## src/inc/zcb_pkg.sv

```systemverilog
// Package with the encodings and field positions of the compare-with-zero branch unit.
package zcb_pkg;
    localparam int unsigned OPC_HI = 31;
    localparam int unsigned OPC_LO = 26;
    localparam int unsigned SRC_HI = 25;
    localparam int unsigned SRC_LO = 21;
    localparam int unsigned SEC_HI = 20;
    localparam int unsigned SEC_LO = 16;
    localparam int unsigned DISP_HI = 15;
    localparam int unsigned DISP_LO = 0;
    localparam logic [5:0] OPC_REG_IMM_GROUP = 6'h01;
    localparam logic [5:0] OPC_LE = 6'h06;
    localparam logic [5:0] OPC_GT = 6'h07;
    localparam logic [5:0] OPC_LE_LIKELY = 6'h16;
    localparam logic [5:0] OPC_GT_LIKELY = 6'h17;
    localparam logic [4:0] SEC_LT = 5'h00;
    localparam logic [4:0] SEC_GE_LIKELY = 5'h03;
    localparam logic [4:0] SEC_GE_LINK = 5'h11;
    localparam logic [4:0] SEC_GE_LINK_LIKELY = 5'h13;
    localparam logic [4:0] SEC_ZERO = 5'h00;
    localparam logic [4:0] LINK_REG = 5'h1F;
    localparam int unsigned LINK_STEP = 8;
    localparam int unsigned DISP_SHIFT = 2;

    // Comparison kinds against zero.
    typedef enum logic [1:0] {
        CMP_GE,
        CMP_GT,
        CMP_LE,
        CMP_LT
    } cmp_kind_t;
endpackage

```

## src/design/zcb_decode.sv

```systemverilog
// Combinational decoder for the compare-with-zero branch words.
`timescale 1ns/100ps
`default_nettype none
module zcb_decode
(
    input  wire logic [31:0]         word,     // Instruction word.
    output logic                     is_branch, // Word is a covered branch.
    output zcb_pkg::cmp_kind_t       kind,     // Comparison to apply.
    output logic                     likely,   // Likely variant.
    output logic                     link,     // Link variant.
    output logic [4:0]               src_reg,  // Tested register number.
    output logic [15:0]              disp      // Raw displacement.
);
    logic [5:0] opc;
    logic [4:0] sec;

    // Field split of the branch word.
    assign opc     = word[zcb_pkg::OPC_HI:zcb_pkg::OPC_LO];
    assign sec     = word[zcb_pkg::SEC_HI:zcb_pkg::SEC_LO];
    assign src_reg = word[zcb_pkg::SRC_HI:zcb_pkg::SRC_LO];
    assign disp    = word[zcb_pkg::DISP_HI:zcb_pkg::DISP_LO];

    // Opcode and secondary field select the operation; anything else is not ours.
    always_comb
    begin
        is_branch = 1'b0;
        kind      = zcb_pkg::CMP_GE;
        likely    = 1'b0;
        link      = 1'b0;
        if (opc == zcb_pkg::OPC_REG_IMM_GROUP)
        begin
            unique case (sec)
                zcb_pkg::SEC_GE_LINK:        begin is_branch = 1'b1; link = 1'b1; end
                zcb_pkg::SEC_GE_LINK_LIKELY: begin is_branch = 1'b1; link = 1'b1; likely = 1'b1; end
                zcb_pkg::SEC_GE_LIKELY:      begin is_branch = 1'b1; likely = 1'b1; end
                zcb_pkg::SEC_LT:             begin is_branch = 1'b1; kind = zcb_pkg::CMP_LT; end
                default:                     is_branch = 1'b0;
            endcase
        end
        else if (sec == zcb_pkg::SEC_ZERO)
        begin
            unique case (opc)
                zcb_pkg::OPC_GT:        begin is_branch = 1'b1; kind = zcb_pkg::CMP_GT; end
                zcb_pkg::OPC_GT_LIKELY: begin is_branch = 1'b1; kind = zcb_pkg::CMP_GT; likely = 1'b1; end
                zcb_pkg::OPC_LE_LIKELY: begin is_branch = 1'b1; kind = zcb_pkg::CMP_LE; likely = 1'b1; end
                zcb_pkg::OPC_LE:        begin is_branch = 1'b1; kind = zcb_pkg::CMP_LE; end
                default:                is_branch = 1'b0;
            endcase
        end
    end
endmodule
`default_nettype wire

```

## src/design/zero_compare_branch_unit.sv

```systemverilog
// Compare-with-zero branch unit: decode, condition, target, link and delay-slot control.
`timescale 1ns/100ps
`default_nettype none
module zero_compare_branch_unit #(
    parameter int unsigned XLEN = 64 // General register width.
)
(
    input  wire logic            sys_clk,      // Core clock, 25 MHz.
    input  wire logic            nrst,         // Asynchronous reset, active low.
    input  wire logic            clk_en,       // Freezes all state while low.
    input  wire logic            issue,        // One-cycle pulse: an instruction is presented.
    input  wire logic [31:0]     word,         // Instruction word presented with issue.
    input  wire logic [XLEN-1:0] pc,           // Address of the presented instruction.
    input  wire logic [XLEN-1:0] src_value,    // Value of the tested register for this word.
    output logic [4:0]           src_sel,      // Register number to read, registered.
    output logic                 decoded,      // Branch recognised at previous issue.
    output logic                 link_we,      // Pulse: write link value to register.
    output logic [4:0]           link_reg,     // Register written by the link.
    output logic [XLEN-1:0]      link_value,   // Branch address plus 8.
    output logic                 redirect,     // Pulse: load target into the PC.
    output logic [XLEN-1:0]      target,       // Branch target address.
    output logic                 nullify       // Pulse: discard the delay-slot instruction.
);
    // Refuse widths narrower than a word at elaboration; the 18-bit offset and 32-bit words need the room.
    generate
        if (XLEN < 32)
        begin : g_bad_xlen
            $error("XLEN must be at least 32");
        end
    endgenerate

    logic                 dec_branch;
    zcb_pkg::cmp_kind_t   dec_kind;
    logic                 dec_likely;
    logic                 dec_link;
    logic [4:0]           dec_src;
    logic [15:0]          dec_disp;

    zcb_decode u_decode
    (
        .word      (word),
        .is_branch (dec_branch),
        .kind      (dec_kind),
        .likely    (dec_likely),
        .link      (dec_link),
        .src_reg   (dec_src),
        .disp      (dec_disp)
    );

    // Pending-branch state held between the branch and its delay slot.
    logic            pend;
    logic            pend_cond;
    logic            pend_likely;
    logic [XLEN-1:0] pend_target;
    logic            next_pend;
    logic            next_pend_cond;
    logic            next_pend_likely;
    logic [XLEN-1:0] next_pend_target;
    logic [4:0]      next_src_sel;
    logic            next_decoded;
    logic            next_link_we;
    logic [4:0]      next_link_reg;
    logic [XLEN-1:0] next_link_value;
    logic            next_redirect;
    logic [XLEN-1:0] next_target;
    logic            next_nullify;
    logic            sign_bit;
    logic            is_zero;
    logic            cond;
    logic [XLEN-1:0] offset;

    // Full-width tests; the sign comes from the top bit XLEN-1, not from a fixed bit 31.
    assign sign_bit = src_value[XLEN-1];
    assign is_zero  = (src_value == '0);

    // Displacement scaled by four and sign-extended as an 18-bit value.
    assign offset = {{(XLEN-18){dec_disp[15]}}, dec_disp, 2'b00};

    // Condition for each comparison kind.
    always_comb
    begin
        unique case (dec_kind)
            zcb_pkg::CMP_GE: cond = ~sign_bit;
            zcb_pkg::CMP_GT: cond = ~sign_bit & ~is_zero;
            zcb_pkg::CMP_LE: cond = sign_bit | is_zero;
            zcb_pkg::CMP_LT: cond = sign_bit;
        endcase
    end

    // Next values: a branch records its outcome; the following issue applies it.
    always_comb
    begin
        next_pend        = pend;
        next_pend_cond   = pend_cond;
        next_pend_likely = pend_likely;
        next_pend_target = pend_target;
        next_src_sel     = src_sel;
        next_decoded     = decoded;
        next_link_we     = 1'b0;
        next_link_reg    = link_reg;
        next_link_value  = link_value;
        next_redirect    = 1'b0;
        next_target      = target;
        next_nullify     = 1'b0;
        if (issue)
        begin
            next_src_sel = dec_src;
            if (pend)
            begin
                // The delay-slot instruction is being processed now.
                next_redirect = pend_cond;
                next_target   = pend_target;
                next_nullify  = pend_likely & ~pend_cond;
                next_pend     = 1'b0;
                next_decoded  = 1'b0;
            end
            else
            begin
                // A branch in a delay slot is not served; the slot is ordinary code.
                next_decoded     = dec_branch;
                next_pend        = dec_branch;
                next_pend_cond   = cond;
                next_pend_likely = dec_likely;
                next_pend_target = pc + XLEN'(4) + offset;
                if (dec_branch && dec_link)
                begin
                    // Written even when untaken, so the link is visible in the slot.
                    next_link_we    = 1'b1;
                    next_link_reg   = zcb_pkg::LINK_REG;
                    next_link_value = pc + XLEN'(zcb_pkg::LINK_STEP);
                end
            end
        end
    end

    // Registers only; clock enable freezes everything.
    always_ff @(posedge sys_clk or negedge nrst)
    begin
        if (!nrst)
        begin
            pend        <= 1'b0;
            pend_cond   <= 1'b0;
            pend_likely <= 1'b0;
            pend_target <= '0;
            src_sel     <= 5'h00;
            decoded     <= 1'b0;
            link_we     <= 1'b0;
            link_reg    <= 5'h00;
            link_value  <= '0;
            redirect    <= 1'b0;
            target      <= '0;
            nullify     <= 1'b0;
        end
        else if (clk_en)
        begin
            pend        <= next_pend;
            pend_cond   <= next_pend_cond;
            pend_likely <= next_pend_likely;
            pend_target <= next_pend_target;
            src_sel     <= next_src_sel;
            decoded     <= next_decoded;
            link_we     <= next_link_we;
            link_reg    <= next_link_reg;
            link_value  <= next_link_value;
            redirect    <= next_redirect;
            target      <= next_target;
            nullify     <= next_nullify;
        end
    end
endmodule
`default_nettype wire

```

## config.mk

```make
export PLATFORM = sky130hd
export DESIGN_NAME = zero_compare_branch_unit
export DESIGN_NICKNAME = d
export VERILOG_FILES = /design/src/inc/zcb_pkg.sv /design/src/design/zcb_decode.sv /design/src/design/zero_compare_branch_unit.sv
export SDC_FILE = /design/constraint.sdc
export NUM_CORES = 1
export LEC_CHECK = 0
export ABC_AREA = 1
export ABC_CLOCK_PERIOD_IN_PS = 2100
export BUFFER_PORTS_ARGS = -buffer_cell sky130_fd_sc_hd__buf_2
export CAP_MARGIN = 20
export CORE_ASPECT_RATIO = 1.2
export CORE_MARGIN = 2
export CORE_UTILIZATION = 38
export CTS_CLUSTER_DIAMETER = 80
export DETAILED_ROUTE_END_ITERATION = 8
export SYNTH_ARGS = -nofsm -noshare
export SYNTH_HDL_FRONTEND = slang
export SYNTH_HIERARCHICAL = 1
export SYNTH_SLANG_ARGS = --single-unit
```

## constraint.sdc

```tcl
create_clock -name sys_clk -period 2.1 [get_ports sys_clk]
set_input_delay 0.105 -clock sys_clk [delete_from_list [all_inputs] [get_ports sys_clk]]
set_output_delay 0.105 -clock sys_clk [all_outputs]
set_load 0.1 [all_outputs]
```

* Word-level counts from Yosys, hierarchy flattened
Index checks and enable logic that the tools add are counted.
** Operators by class
- Multiplexer cells :: 23
- Bitwise gates (word level) :: 7
- Equal/unequal tests :: 11
- Reductions and logical operators :: 15
- Add/subtract/negate cells :: 3
** Operator list (count)
- $add 64x3->64 const B :: 1
- $add 64x4->64 const B :: 1
- $add 64x64->64 :: 1
- $logic_not 64->1 :: 1
- $mux 1 :: 18
- $eq 6x3->1 const B :: 2
- $eq 6x5->1 const B :: 2
- $eq 5x5->1 const B :: 2
- $reduce_or 2->1 :: 5
- $reduce_or 4->1 :: 2
- $eq 6x1->1 const B :: 1
- $mux 2 :: 3
- $reduce_and 3->1 :: 2
- $eq 5x2->1 const B :: 1
- $logic_not 5->1 :: 1
- $eq 2x2->1 const B :: 2
- $not 1->1 :: 4
- $pmux 1 s4 :: 1
- $pmux 2 s2 :: 1
- $reduce_and 4->1 :: 1
- $and 1x1->1 :: 2
- $eq 2x1->1 const B :: 1
- $logic_not 2->1 :: 1
- $reduce_and 2->1 :: 1
- 2 further kinds :: 2
** Word-level totals
- Bits in registers :: 204
- Word-level logic and storage cells :: 70
- Output and inout port bits :: 142
- Input bits :: 164

* Longest topological paths before layout
Gate-level depths: netlist (run 1).
- Depth after elaboration :: 9
- Mapped depth :: 18
- Mapped depth without buffers :: 17

* Cells and area by module
Netlist (run 1), hierarchy kept.
** Modules (own cells, without submodules)
- zero_compare_branch_unit :: cells an instance 2315, instances 1, area an instance 15656.3 um^2
- zcb_decode :: cells an instance 51, instances 1, area an instance 314.1 um^2

* Worst setup path after synthesis (run 1)
Ideal clock, no wire load.
- Path type :: input-to-reg
- From :: in word[1]
- To :: reg pend_target[43]
- Arrival time :: 2.000 ns
- Stages :: 14
- Buffers on the path :: 1
- Slack :: -0.032 ns
- Data required time :: 1.968 ns
- Cells stage by stage :: buf_4 -> ha_1 -> ha_1 -> fa_1 -> nand3_1 -> nand3_1 -> nand2_1 -> nand2_1 -> nand2_1 -> nand3_1 -> nand2_1 -> nand3b_1 -> nand3_1 -> o21ai_0
** On the way
- Longest elaborated chain between the ends :: 1
** RTL lines
- from (decl) :: RTL line zero_compare_branch_unit.sv:12 : input wire logic [31:0] word,
- $add 64x64->64 :: RTL line zero_compare_branch_unit.sv:124 : next_pend_target = pc + XLEN'(4) + offset;
- to (signal assigned) :: RTL line zero_compare_branch_unit.sv:159 : pend_target <= next_pend_target;
- to (decl) :: RTL line zero_compare_branch_unit.sv:54 : logic [XLEN-1:0] pend_target;
No other way between the ends.
A chain may end at the register's enable or synchronous reset.

* Final worst setup path (run 1)
- From :: in pc[28]
- To :: reg link_value[39]
** On the way
- Longest elaborated chain between the ends :: 1
** RTL lines
- from (decl) :: RTL line zero_compare_branch_unit.sv:13 : input wire logic [XLEN-1:0] pc,
- $add 64x4->64 :: RTL line zero_compare_branch_unit.sv:130 : next_link_value = pc + XLEN'(zcb_pkg::LINK_STEP);
- to (signal assigned) :: RTL line zero_compare_branch_unit.sv:164 : link_value <= next_link_value;
- to (decl) :: RTL line zero_compare_branch_unit.sv:19 : output logic [XLEN-1:0] link_value,
No other way between the ends.

==> results.md, run 1 <==
Synthesis:
- The net count after synthesis is 2653.
- The share of synthesized flip-flops with an asynchronous set or reset is 100%.
- The dominant register cell in the synthesized netlist is sky130_fd_sc_hd__dfrtp_1.
- Yosys mapped a number of flops with a built-in enable equal to 0.
- The netlist uses 41 different library cells.
- Counting instances in the post-synthesis netlist gives the leading cell types as sky130_fd_sc_hd__nand2_1 (870), sky130_fd_sc_hd__inv_1 (344), sky130_fd_sc_hd__nor2_1 (231).
- Summed over all instances, the cell type with the most area after synthesis is sky130_fd_sc_hd__dfrtp_1.
- Ranked by total cell area, the synthesized netlist is headed by sky130_fd_sc_hd__dfrtp_1 (32%), sky130_fd_sc_hd__nand2_1 (20%), sky130_fd_sc_hd__ha_1 (9.6%).
- Yosys instantiated no cell more often than sky130_fd_sc_hd__nand2_1.
- After technology mapping, the gate count stands at between 2000 and 2500.
- In this run the biggest area consumer among cell types represents 32.0% of the synthesized area.
- The sequential area share after synthesis is between 30% and 40%.
- The total standard cell area after synthesis is 16000 sq um.
- The average instance in the mapped netlist occupies 6.75 sq um.
- The synthesized design contains about 200 register bits.
- During synthesis, Yosys emitted a total of 6 warnings.

STA:
- The worst path setup slack after routing is 0.0607 ns.
- The number of max-slew violations in the final report is 0.
- The minimum clock period after layout is around 2.0 ns.
- Setup repair after global routing could not meet its margin everywhere.
- The relative max-transition margin is 58.3%.
- The actual transition at the worst max-transition pin is 0.626 ns.
- The number of failing hold endpoints at the final stage is 0.
- The final clock skew is 0.00649 ns.
- Setup violations remaining at the end of the flow were counted as 0.
- The final clock period utilization by the worst path is between 90% and 100%.
- For the final routed database, the setup TNS stands at 0 ns.
- The highest attainable clock frequency is 490 MHz.

Worst setup path:
- STA classifies the critical path endpoint as a flip-flop.
- The largest fanout on the critical path is 3.
- Data on the critical path is required at its endpoint by 2.61 ns.
- The critical path in this run is classified as in2reg.
- In this design, the stage delay of the slowest critical-path cell is roughly 0.60 ns.
- At the worst endpoint, the arrival time is between 2 and 3 ns.
- On the critical path, the stage with the largest delay is an instance of sky130_fd_sc_hd__dlygate4sd3_1.
- The critical path goes through buf_2 > dlygate4sd3_1 > buf_4 > inv_1 > nor3_2 > nand2_1 > nor3_1 > buf_4 > nand3_1 > xnor2_1 > nand2_1 > nand2_1.
- For the worst flop-to-flop path, the logic depth is 7.
- The startpoint of the most critical register-to-register path is pend.
- The worst setup path is launched from an input port.
- By instance count, the cell type seen most on the critical path is sky130_fd_sc_hd__nand2_1.
- The internal reg-to-reg setup slack is 0.29 ns.
- The endpoint identified for the worst register-to-register timing path is pend_cond.

Worst hold path:
- For hold timing, the worst endpoint is link_value[16].
- The depth of the worst hold-timing path is 4.
- The hold path startpoint is pc[16].
- The worst min-delay path category is in2reg.

Floorplan:
- The effective utilization at floorplan is 38.3%.
- The core region area is 41700 sq um.
- The row count is 82.
- The total die area is about 44000 sq um.
- The die is 229 um tall.
- For this design the top-level I/O count stands at 306.
- The die is 191 um wide.

Final layout:
- In the final layout, the share of cells above drive strength 1 is 26.9%.
- Counting the fill cells in the layout gives 4252.
- The number of inserted diodes is 0.
- In the final layout, the registers with the most flip-flops are link_value: 64 flops, pend_target: 64 flops, target: 64 flops.
- The finished layout holds 3527 standard cells, fillers aside.
- From synthesis to final layout, the design area changed by 35.5%.
- At the end of the flow, the number of nets in the layout was 3252.
- For this run, the share of the core covered by cells in the final layout is 51.9%.
- The cell area after layout is 21600 sq um.
- The area of combinational cells with multiple inputs is 9520 sq um.
- The total area of sequential cells is 5100 sq um.

Clock tree:
- The root buffer cell is sky130_fd_sc_hd__clkbuf_16.
- The largest buffer count on any clock path is 3.
- The TritonCTS buffer count is 25.
- The clock drives between 200 and 250 sinks.
- In this run the number of H-tree levels came out at 1.
- The clock reaches the later pin of the worst-skew pair after 0.56 ns.
- The TritonCTS clock tree is yes.
- Clock-pin slew was measured on the worst setup and hold paths at 0.07 ns.

Job:
- The max-capacitance violation count is 0.

Placement:
- Detailed placement finished with a half-perimeter wire length of roughly 56000 um.
- Input and output buffers added on the ports amount to 305.
- Routability-driven placement finished with a final weighted congestion of ~1.1.
- The minimum setup slack after placement is -0.610 ns.
- The placement-stage cell area is 20100 sq um.
- After detailed placement, the design holds a cell count of 3441.

Status:
- The flow ran to the end, and the final reports show no timing, DRC or antenna violations.

GRT:
- The remaining global-route overflow is 0.
- Entering global routing, the biggest net connects 67 pins.
- Global routing used 29.4% of the available tracks across all layers.
- The via count of the first global-routing pass came to around 17000.
- The wire length of the first global-routing pass is 96600 um.
- The number of antenna violations at the first check in global routing was 1.

Power:
- VDD sags by at most 0.582 mV.
- Summed over all cells, the static leakage comes to 0.0124 uW.
- The power per unit of standard cell area is 620 nW/um^2.

Routing:
- Dividing the detail-routed wire length by the instance count gives 18.9 um.
- Dividing the detail-routed via count by the number of cells gives 4.86.
- Summed over all layers, the routed wires come to 66600 um.
- The starting DRC count in detailed routing is approximately 1100.
- The routed via count is about 17000.
- The number of nets still failing antenna checks after routing is 0.
- The first detailed-routing pass took 5 iterations.
- The post-route DRC violation count is 0.
## repair_timing
action | 4_1_cts | 5_1_grt
hold buffers | 39 | 0
hold endpoints to repair | 127 | 0
buffers inserted | 0 | 1
gates cloned | 0 | 3
resized for setup | 3 | 68
pin swaps | 0 | 2
setup endpoints to repair | 3 | 28
## area by class of cell
cell class	count	area share (%)
multi-input combinational	1750	44.0
tap	546	3.16
timing repair buffer	632	19.4
clock buffer	30	3.07
inverter	352	6.11
clock inverter	13	0.671
sequential	204	23.6
## stage by stage
stage          power, uW  hold slack [ns]
2_1_floorplan       6810           -0.191
4_1_cts            13400          0.00214
3_3_place_gp        8880            0.156
3_5_place_dp        8910            0.163
5_1_grt            14100           0.0287
6_report           13400           0.0195
## cells by family after synthesis
group,share of synthesized area (%)
AOI/OAI and AO/OA,5.41
xor gates and xnor gates,3.95
adders and majority gates,9.68
buffers and inverters,10.4
DFF,32.0
muxes,3.53
and+or+nand+nor,35.1
## report_power, final
part	switching, uW	leakage, uW	internal [uW]
Clock	1920	0.000388	2420
Combinational	2800	0.00929	1800
Sequential	217	0.00273	4270
Total	4930	0.0124	8490
## layer usage
metal | routed length, um | global-route usage, % | up-vias
li1 | - | - | 8570
met2 | 32100 | 51.0 | 527
met4 | 3120 | 13.2 | 0
met3 | 3540 | 3.04 | 114
met1 | 27800 | 36.5 | 7938
met5 | 0 | 0 | -
## critical path: cells and delay by family
| kind | cells | cell delay [ns] |
|---|---|---|
| and+or+nand+nor | 6 | 1.05 |
| xor gates and xnor gates | 1 | 0.22 |
| buffers and inverters | 5 | 1.17 |
## how the worst max path moves through the flow
stage | endpoint | slack [ns] | startpoint | depth (start not counted)
after detailed placement | pend_target[51] | -0.61 | word[15] | 15
after floorplan | pend_target[43] | 0.01 | word[1] | 14
after CTS | pend_target[26] | 0.09 | word[15] | 14
after global routing | pend_target[56] | -0.05 | word[15] | 15
final | link_value[39] | 0.06 | pc[28] | 12
after global placement | pend_target[51] | -0.65 | word[15] | 15
## layout by cell type (no fill, tap or decap), types with 9 or more instances in the layout
master / n
sky130_fd_sc_hd__nor3_2: 11
sky130_fd_sc_hd__nor2_1: 208
sky130_fd_sc_hd__nand2_2: 14
sky130_fd_sc_hd__o21ai_0: 80
sky130_fd_sc_hd__o21bai_1: 9
sky130_fd_sc_hd__buf_2: 303
sky130_fd_sc_hd__xnor2_1: 39
sky130_fd_sc_hd__nand2_1: 861
sky130_fd_sc_hd__ha_1: 108
sky130_fd_sc_hd__a31oi_1: 14
sky130_fd_sc_hd__nand3_1: 112
sky130_fd_sc_hd__buf_4: 279
sky130_fd_sc_hd__clkbuf_16: 27
sky130_fd_sc_hd__xor2_1: 29
sky130_fd_sc_hd__dfrtp_1: 204
sky130_fd_sc_hd__mux2_2: 50
sky130_fd_sc_hd__nand4_1: 33
sky130_fd_sc_hd__dlygate4sd3_1: 39
sky130_fd_sc_hd__a21oi_1: 40
sky130_fd_sc_hd__nor2_2: 31
sky130_fd_sc_hd__nand3_2: 9
sky130_fd_sc_hd__nor3_1: 27
sky130_fd_sc_hd__inv_1: 344
sky130_fd_sc_hd__nand3b_1: 13
No activity file was read; power rests on OpenSTA's default activity.
==> run 2: changes to the inputs <==
ABC_CLOCK_PERIOD_IN_PS = 2050   (was 2100)
clock period = 2.05 ns   (was 2.1 ns; I/O delays follow)
==> run 2 against run 1 <==
  * Core utilization up 0.063 points
  * Die area unchanged
  * Global-route usage grew 0.78 points
  * Worst hold slack worse by 0.0013 ns
  * Routed wire length rose by 2.6%
==> results.md, run 2 (synthesis results as in run 1) <==
Worst hold path:
- The worst hold path belongs to the class in2reg.
- The endpoint of the worst hold path is link_value[17].
- The depth of the worst hold-timing path is 5 (+1).
- The hold path startpoint is pc[17].

GRT:
- The total global-route track usage is 30.1% (+0.78 points).
- The number of antenna violations at the first check in global routing is 4 (+3).
- The via count of the first global-routing pass is 16400 (-0.92%).
- The wire length of the first global-routing pass is 98100 um (+1.6%).
- The remaining global-route overflow is 0 (unchanged).
- The maximum number of pins on one net before global-route repair is 59 (-12%).

Power:
- The proportion of total power due to net switching is 36.6% (-0.12 points).
- The part of the total power dissipated in sequential elements is 33.5% (about the same).
- The total internal power is 8680 uW (+2.1%).
- The power per unit of standard cell area is 632 nW/um^2 (+1.8%).
- The net switching power is 5010 uW (+1.6%).
- The part of the power in combinational logic is 34.5% (+0.2 points).
- The highest ir drop seen on vdd was 0.529 mV (-9.1%).
- The leakage power summed over all cells came to 0.0123 uW (-0.62%).
- The clock share of power came to 32.0% (-0.3 points).

Final layout:
- The fraction of layout instances using a drive strength above 1 was 27.8% (+0.94 points).
- Leaving out fill and tap cells, the most frequent cell in the layout is sky130_fd_sc_hd__nand2_1.
- The final standard cell utilization of the core is 52.0% (+0.063 points).
- The largest registers in the layout are link_value: 64 flops, pend_target: 64 flops, target: 64 flops.
- The area added between synthesis and finish is 35.7%.
- In the layout the commonest cells are sky130_fd_sc_hd__nand2_1 (847), sky130_fd_sc_hd__inv_1 (343), sky130_fd_sc_hd__buf_2 (303).
- The final net count is 3227 (-0.77%).

Worst setup path:
- By startpoint and endpoint, the worst setup path is classified as in2reg.
- The cell depth of the worst flop-to-flop path is 6 (-1).
- The internal reg-to-reg setup slack came to 0.49 ns (+0.20 ns).
- The critical path's slowest cell is sky130_fd_sc_hd__ha_1.
- The startpoint of the most critical register-to-register path is pend.
- The data arrival at the endpoint of the critical path was 2.48 ns (-0.06 ns).
- The largest fanout on the critical path was 6 (+3).
- Walking the worst path, the cells encountered are buf_6 > clkbuf_16 > buf_12 > buf_4 > ha_1 > ha_1 > a21oi_1 > o21ai_0 > a21oi_1 > nand2_1 > a21oi_2 > nand3_1 > nand3_1 > nand2_1.
- The required time reported for the critical path endpoint is 2.50 ns (-0.11 ns).
- The endpoint identified for the worst register-to-register timing path is link_value[53].
- The highest cell delay on the worst timing path came to 0.36 ns (-0.24 ns).
- The worst setup path is captured at a flip-flop.
- The worst setup path is launched from an input port.

Clock tree:
- The number of levels the H-tree was split into is 1 (unchanged).
- The CTS clock-pin slew for the worst setup and hold paths is 0.07 ns (about the same).
- The TritonCTS buffer count came to 24 (-4.0%).
- The insertion delay of the later-clocked pin in the worst-skew pair is 0.57 ns (about the same).
- The cell sitting at the root of the clock tree is a sky130_fd_sc_hd__clkbuf_16.
- TritonCTS built the clock tree.
- The largest buffer count on any clock path came to 3 (unchanged).
- The number of sinks handled by clock tree synthesis is 204 (unchanged).

STA:
- The number of max-slew violations in the final report came to 0 (unchanged).
- The number of failing setup endpoints in the final timing report came to 0 (unchanged).
- The total negative slack for setup checks was 0 ns (unchanged).
- Derived from the worst setup path, the maximum achievable clock frequency is ~490 MHz.
- The relative max-transition margin is 63.2% (+4.9 points).
- The actual transition at the worst max-transition pin is 0.556 ns (-0.0700 ns).
- The final clock skew is 0.0436 ns (+0.0371 ns).
- The number of failing hold endpoints at the final stage was 0 (unchanged).
- The final critical path takes up about 99% of the cycle.
- Setup repair after global routing could not meet its margin everywhere.
- After layout, the minimum clock period comes to 2.03 ns.

Placement:
- The global placement routability congestion is 0.995 (-6.3%).
- The sum of net half-perimeters after detailed placement is 57100 um (+2.7%).
- The count of buffers inserted at the top-level ports is 305 (unchanged).

Floorplan:
- The effective utilization at floorplan was 38.3% (unchanged).
- The row count came to 82 (unchanged).
- The top-level port count is 306 (unchanged).
- The die span in y came to 229 um (unchanged).
- The die extent in x was 191 um (unchanged).
- The total die area came to 43700 sq um (unchanged).
- The core region area is 41700 sq um (unchanged).

Routing:
- The post-route met1 wirelength is 27900 um (+0.44%).
- The met2 routed wirelength is 33700 um (+5.1%).
- The routed via count is 17100 (-0.34%).
- The met3 wire length is 3800 um (+7.2%).
- The starting DRC count in detailed routing came to 1115 (-1.6%).
- The total detailed-routing wirelength is 68300 um (+2.6%).
- The via count normalized by instance count is 4.88 (+0.28%).
- The average wire length per cell after detail routing is 19.5 um (+3.2%).
- The number of nets still failing antenna checks after routing came to 0 (unchanged).
- The post-route DRC violation count is 0 (unchanged).
- The highest layer used for signal routing is met5.
- The number of detailed-route iterations in the first pass is 5 (unchanged).

Job:
- The max-capacitance violation count is 0 (unchanged).

Status:
- The flow ran to the end, and the final reports show no timing, DRC or antenna violations.
## run 2: metal layers
layer	up-vias	global-route usage [%]
li1	8527	-
met1	7896	37.3
met2	556	53.7
met3	109	3.04
met4	2	11.3
met5	-	0
## run 2: area by class of cell
cell class                 count  area [sq um]
sequential                   204          5100
clock buffer                  30           684
clock inverter                12           109
tap                          546           683
timing repair buffer         608          4060
inverter                     352          1320
fill                        4255         20000
multi-input combinational   1750          9700
antenna                        3          7.51
## run 2: through the flow
stage | hold WS [ns] | total power, uW | cells | area [sq um] | setup WS [ns]
5_1_grt | 0.0201 | 14400 | 3502 | 21700 | -0.0273
3_3_place_gp | 0.0940 | 9050 | 3421 | 20000 | -0.649
4_1_cts | 0.00332 | 13600 | 3496 | 21100 | 0.00174
6_report | 0.0182 | 13700 | 3505 | 21700 | 0.0199
3_5_place_dp | 0.0917 | 9080 | 3421 | 20000 | -0.615
2_1_floorplan | -0.193 | 6980 | 2366 | 16000 | 0.0242
## run 2: worst max path at each step
stage,startpoint,to,cells past startpoint
finish,word[15],pend_target[62],14
global route,word[15],pend_target[57],15
CTS,word[15],pend_target[40],14
detailed placement,word[15],pend_target[63],15
global placement,word[15],pend_target[63],15
floorplan,word[1],pend_target[43],14
## run 2: power by group through the flow
stage               clock [uW]  combinational (uW)  sequential (uW)
floorplan                    0                2000             4980
global placement             0                4390             4650
detailed placement           0                4420             4660
CTS                       4470                4510             4590
global route              4640                5150             4620
finish                    4370                4730             4580
## run 2: timing repair
| action | 4_1_cts | 5_1_grt |
|---|---|---|
| hold endpoints to repair | 161 | 0 |
| pin swaps | 0 | 15 |
| setup buffers | 0 | 1 |
| gates resized for setup | 4 | 121 |
| hold buffers | 33 | 0 |
| gates cloned | 0 | 5 |
| setup endpoints to repair | 5 | 36 |
## run 2: worst max-delay path: cells and delay by family
family	cells	cell delay, ns
AND/OR/NAND/NOR	4	0.47
adder cells (fa/ha/maj)	2	0.63
buffers and inverters	4	0.58
AO/OA/AOI/OAI	4	0.68
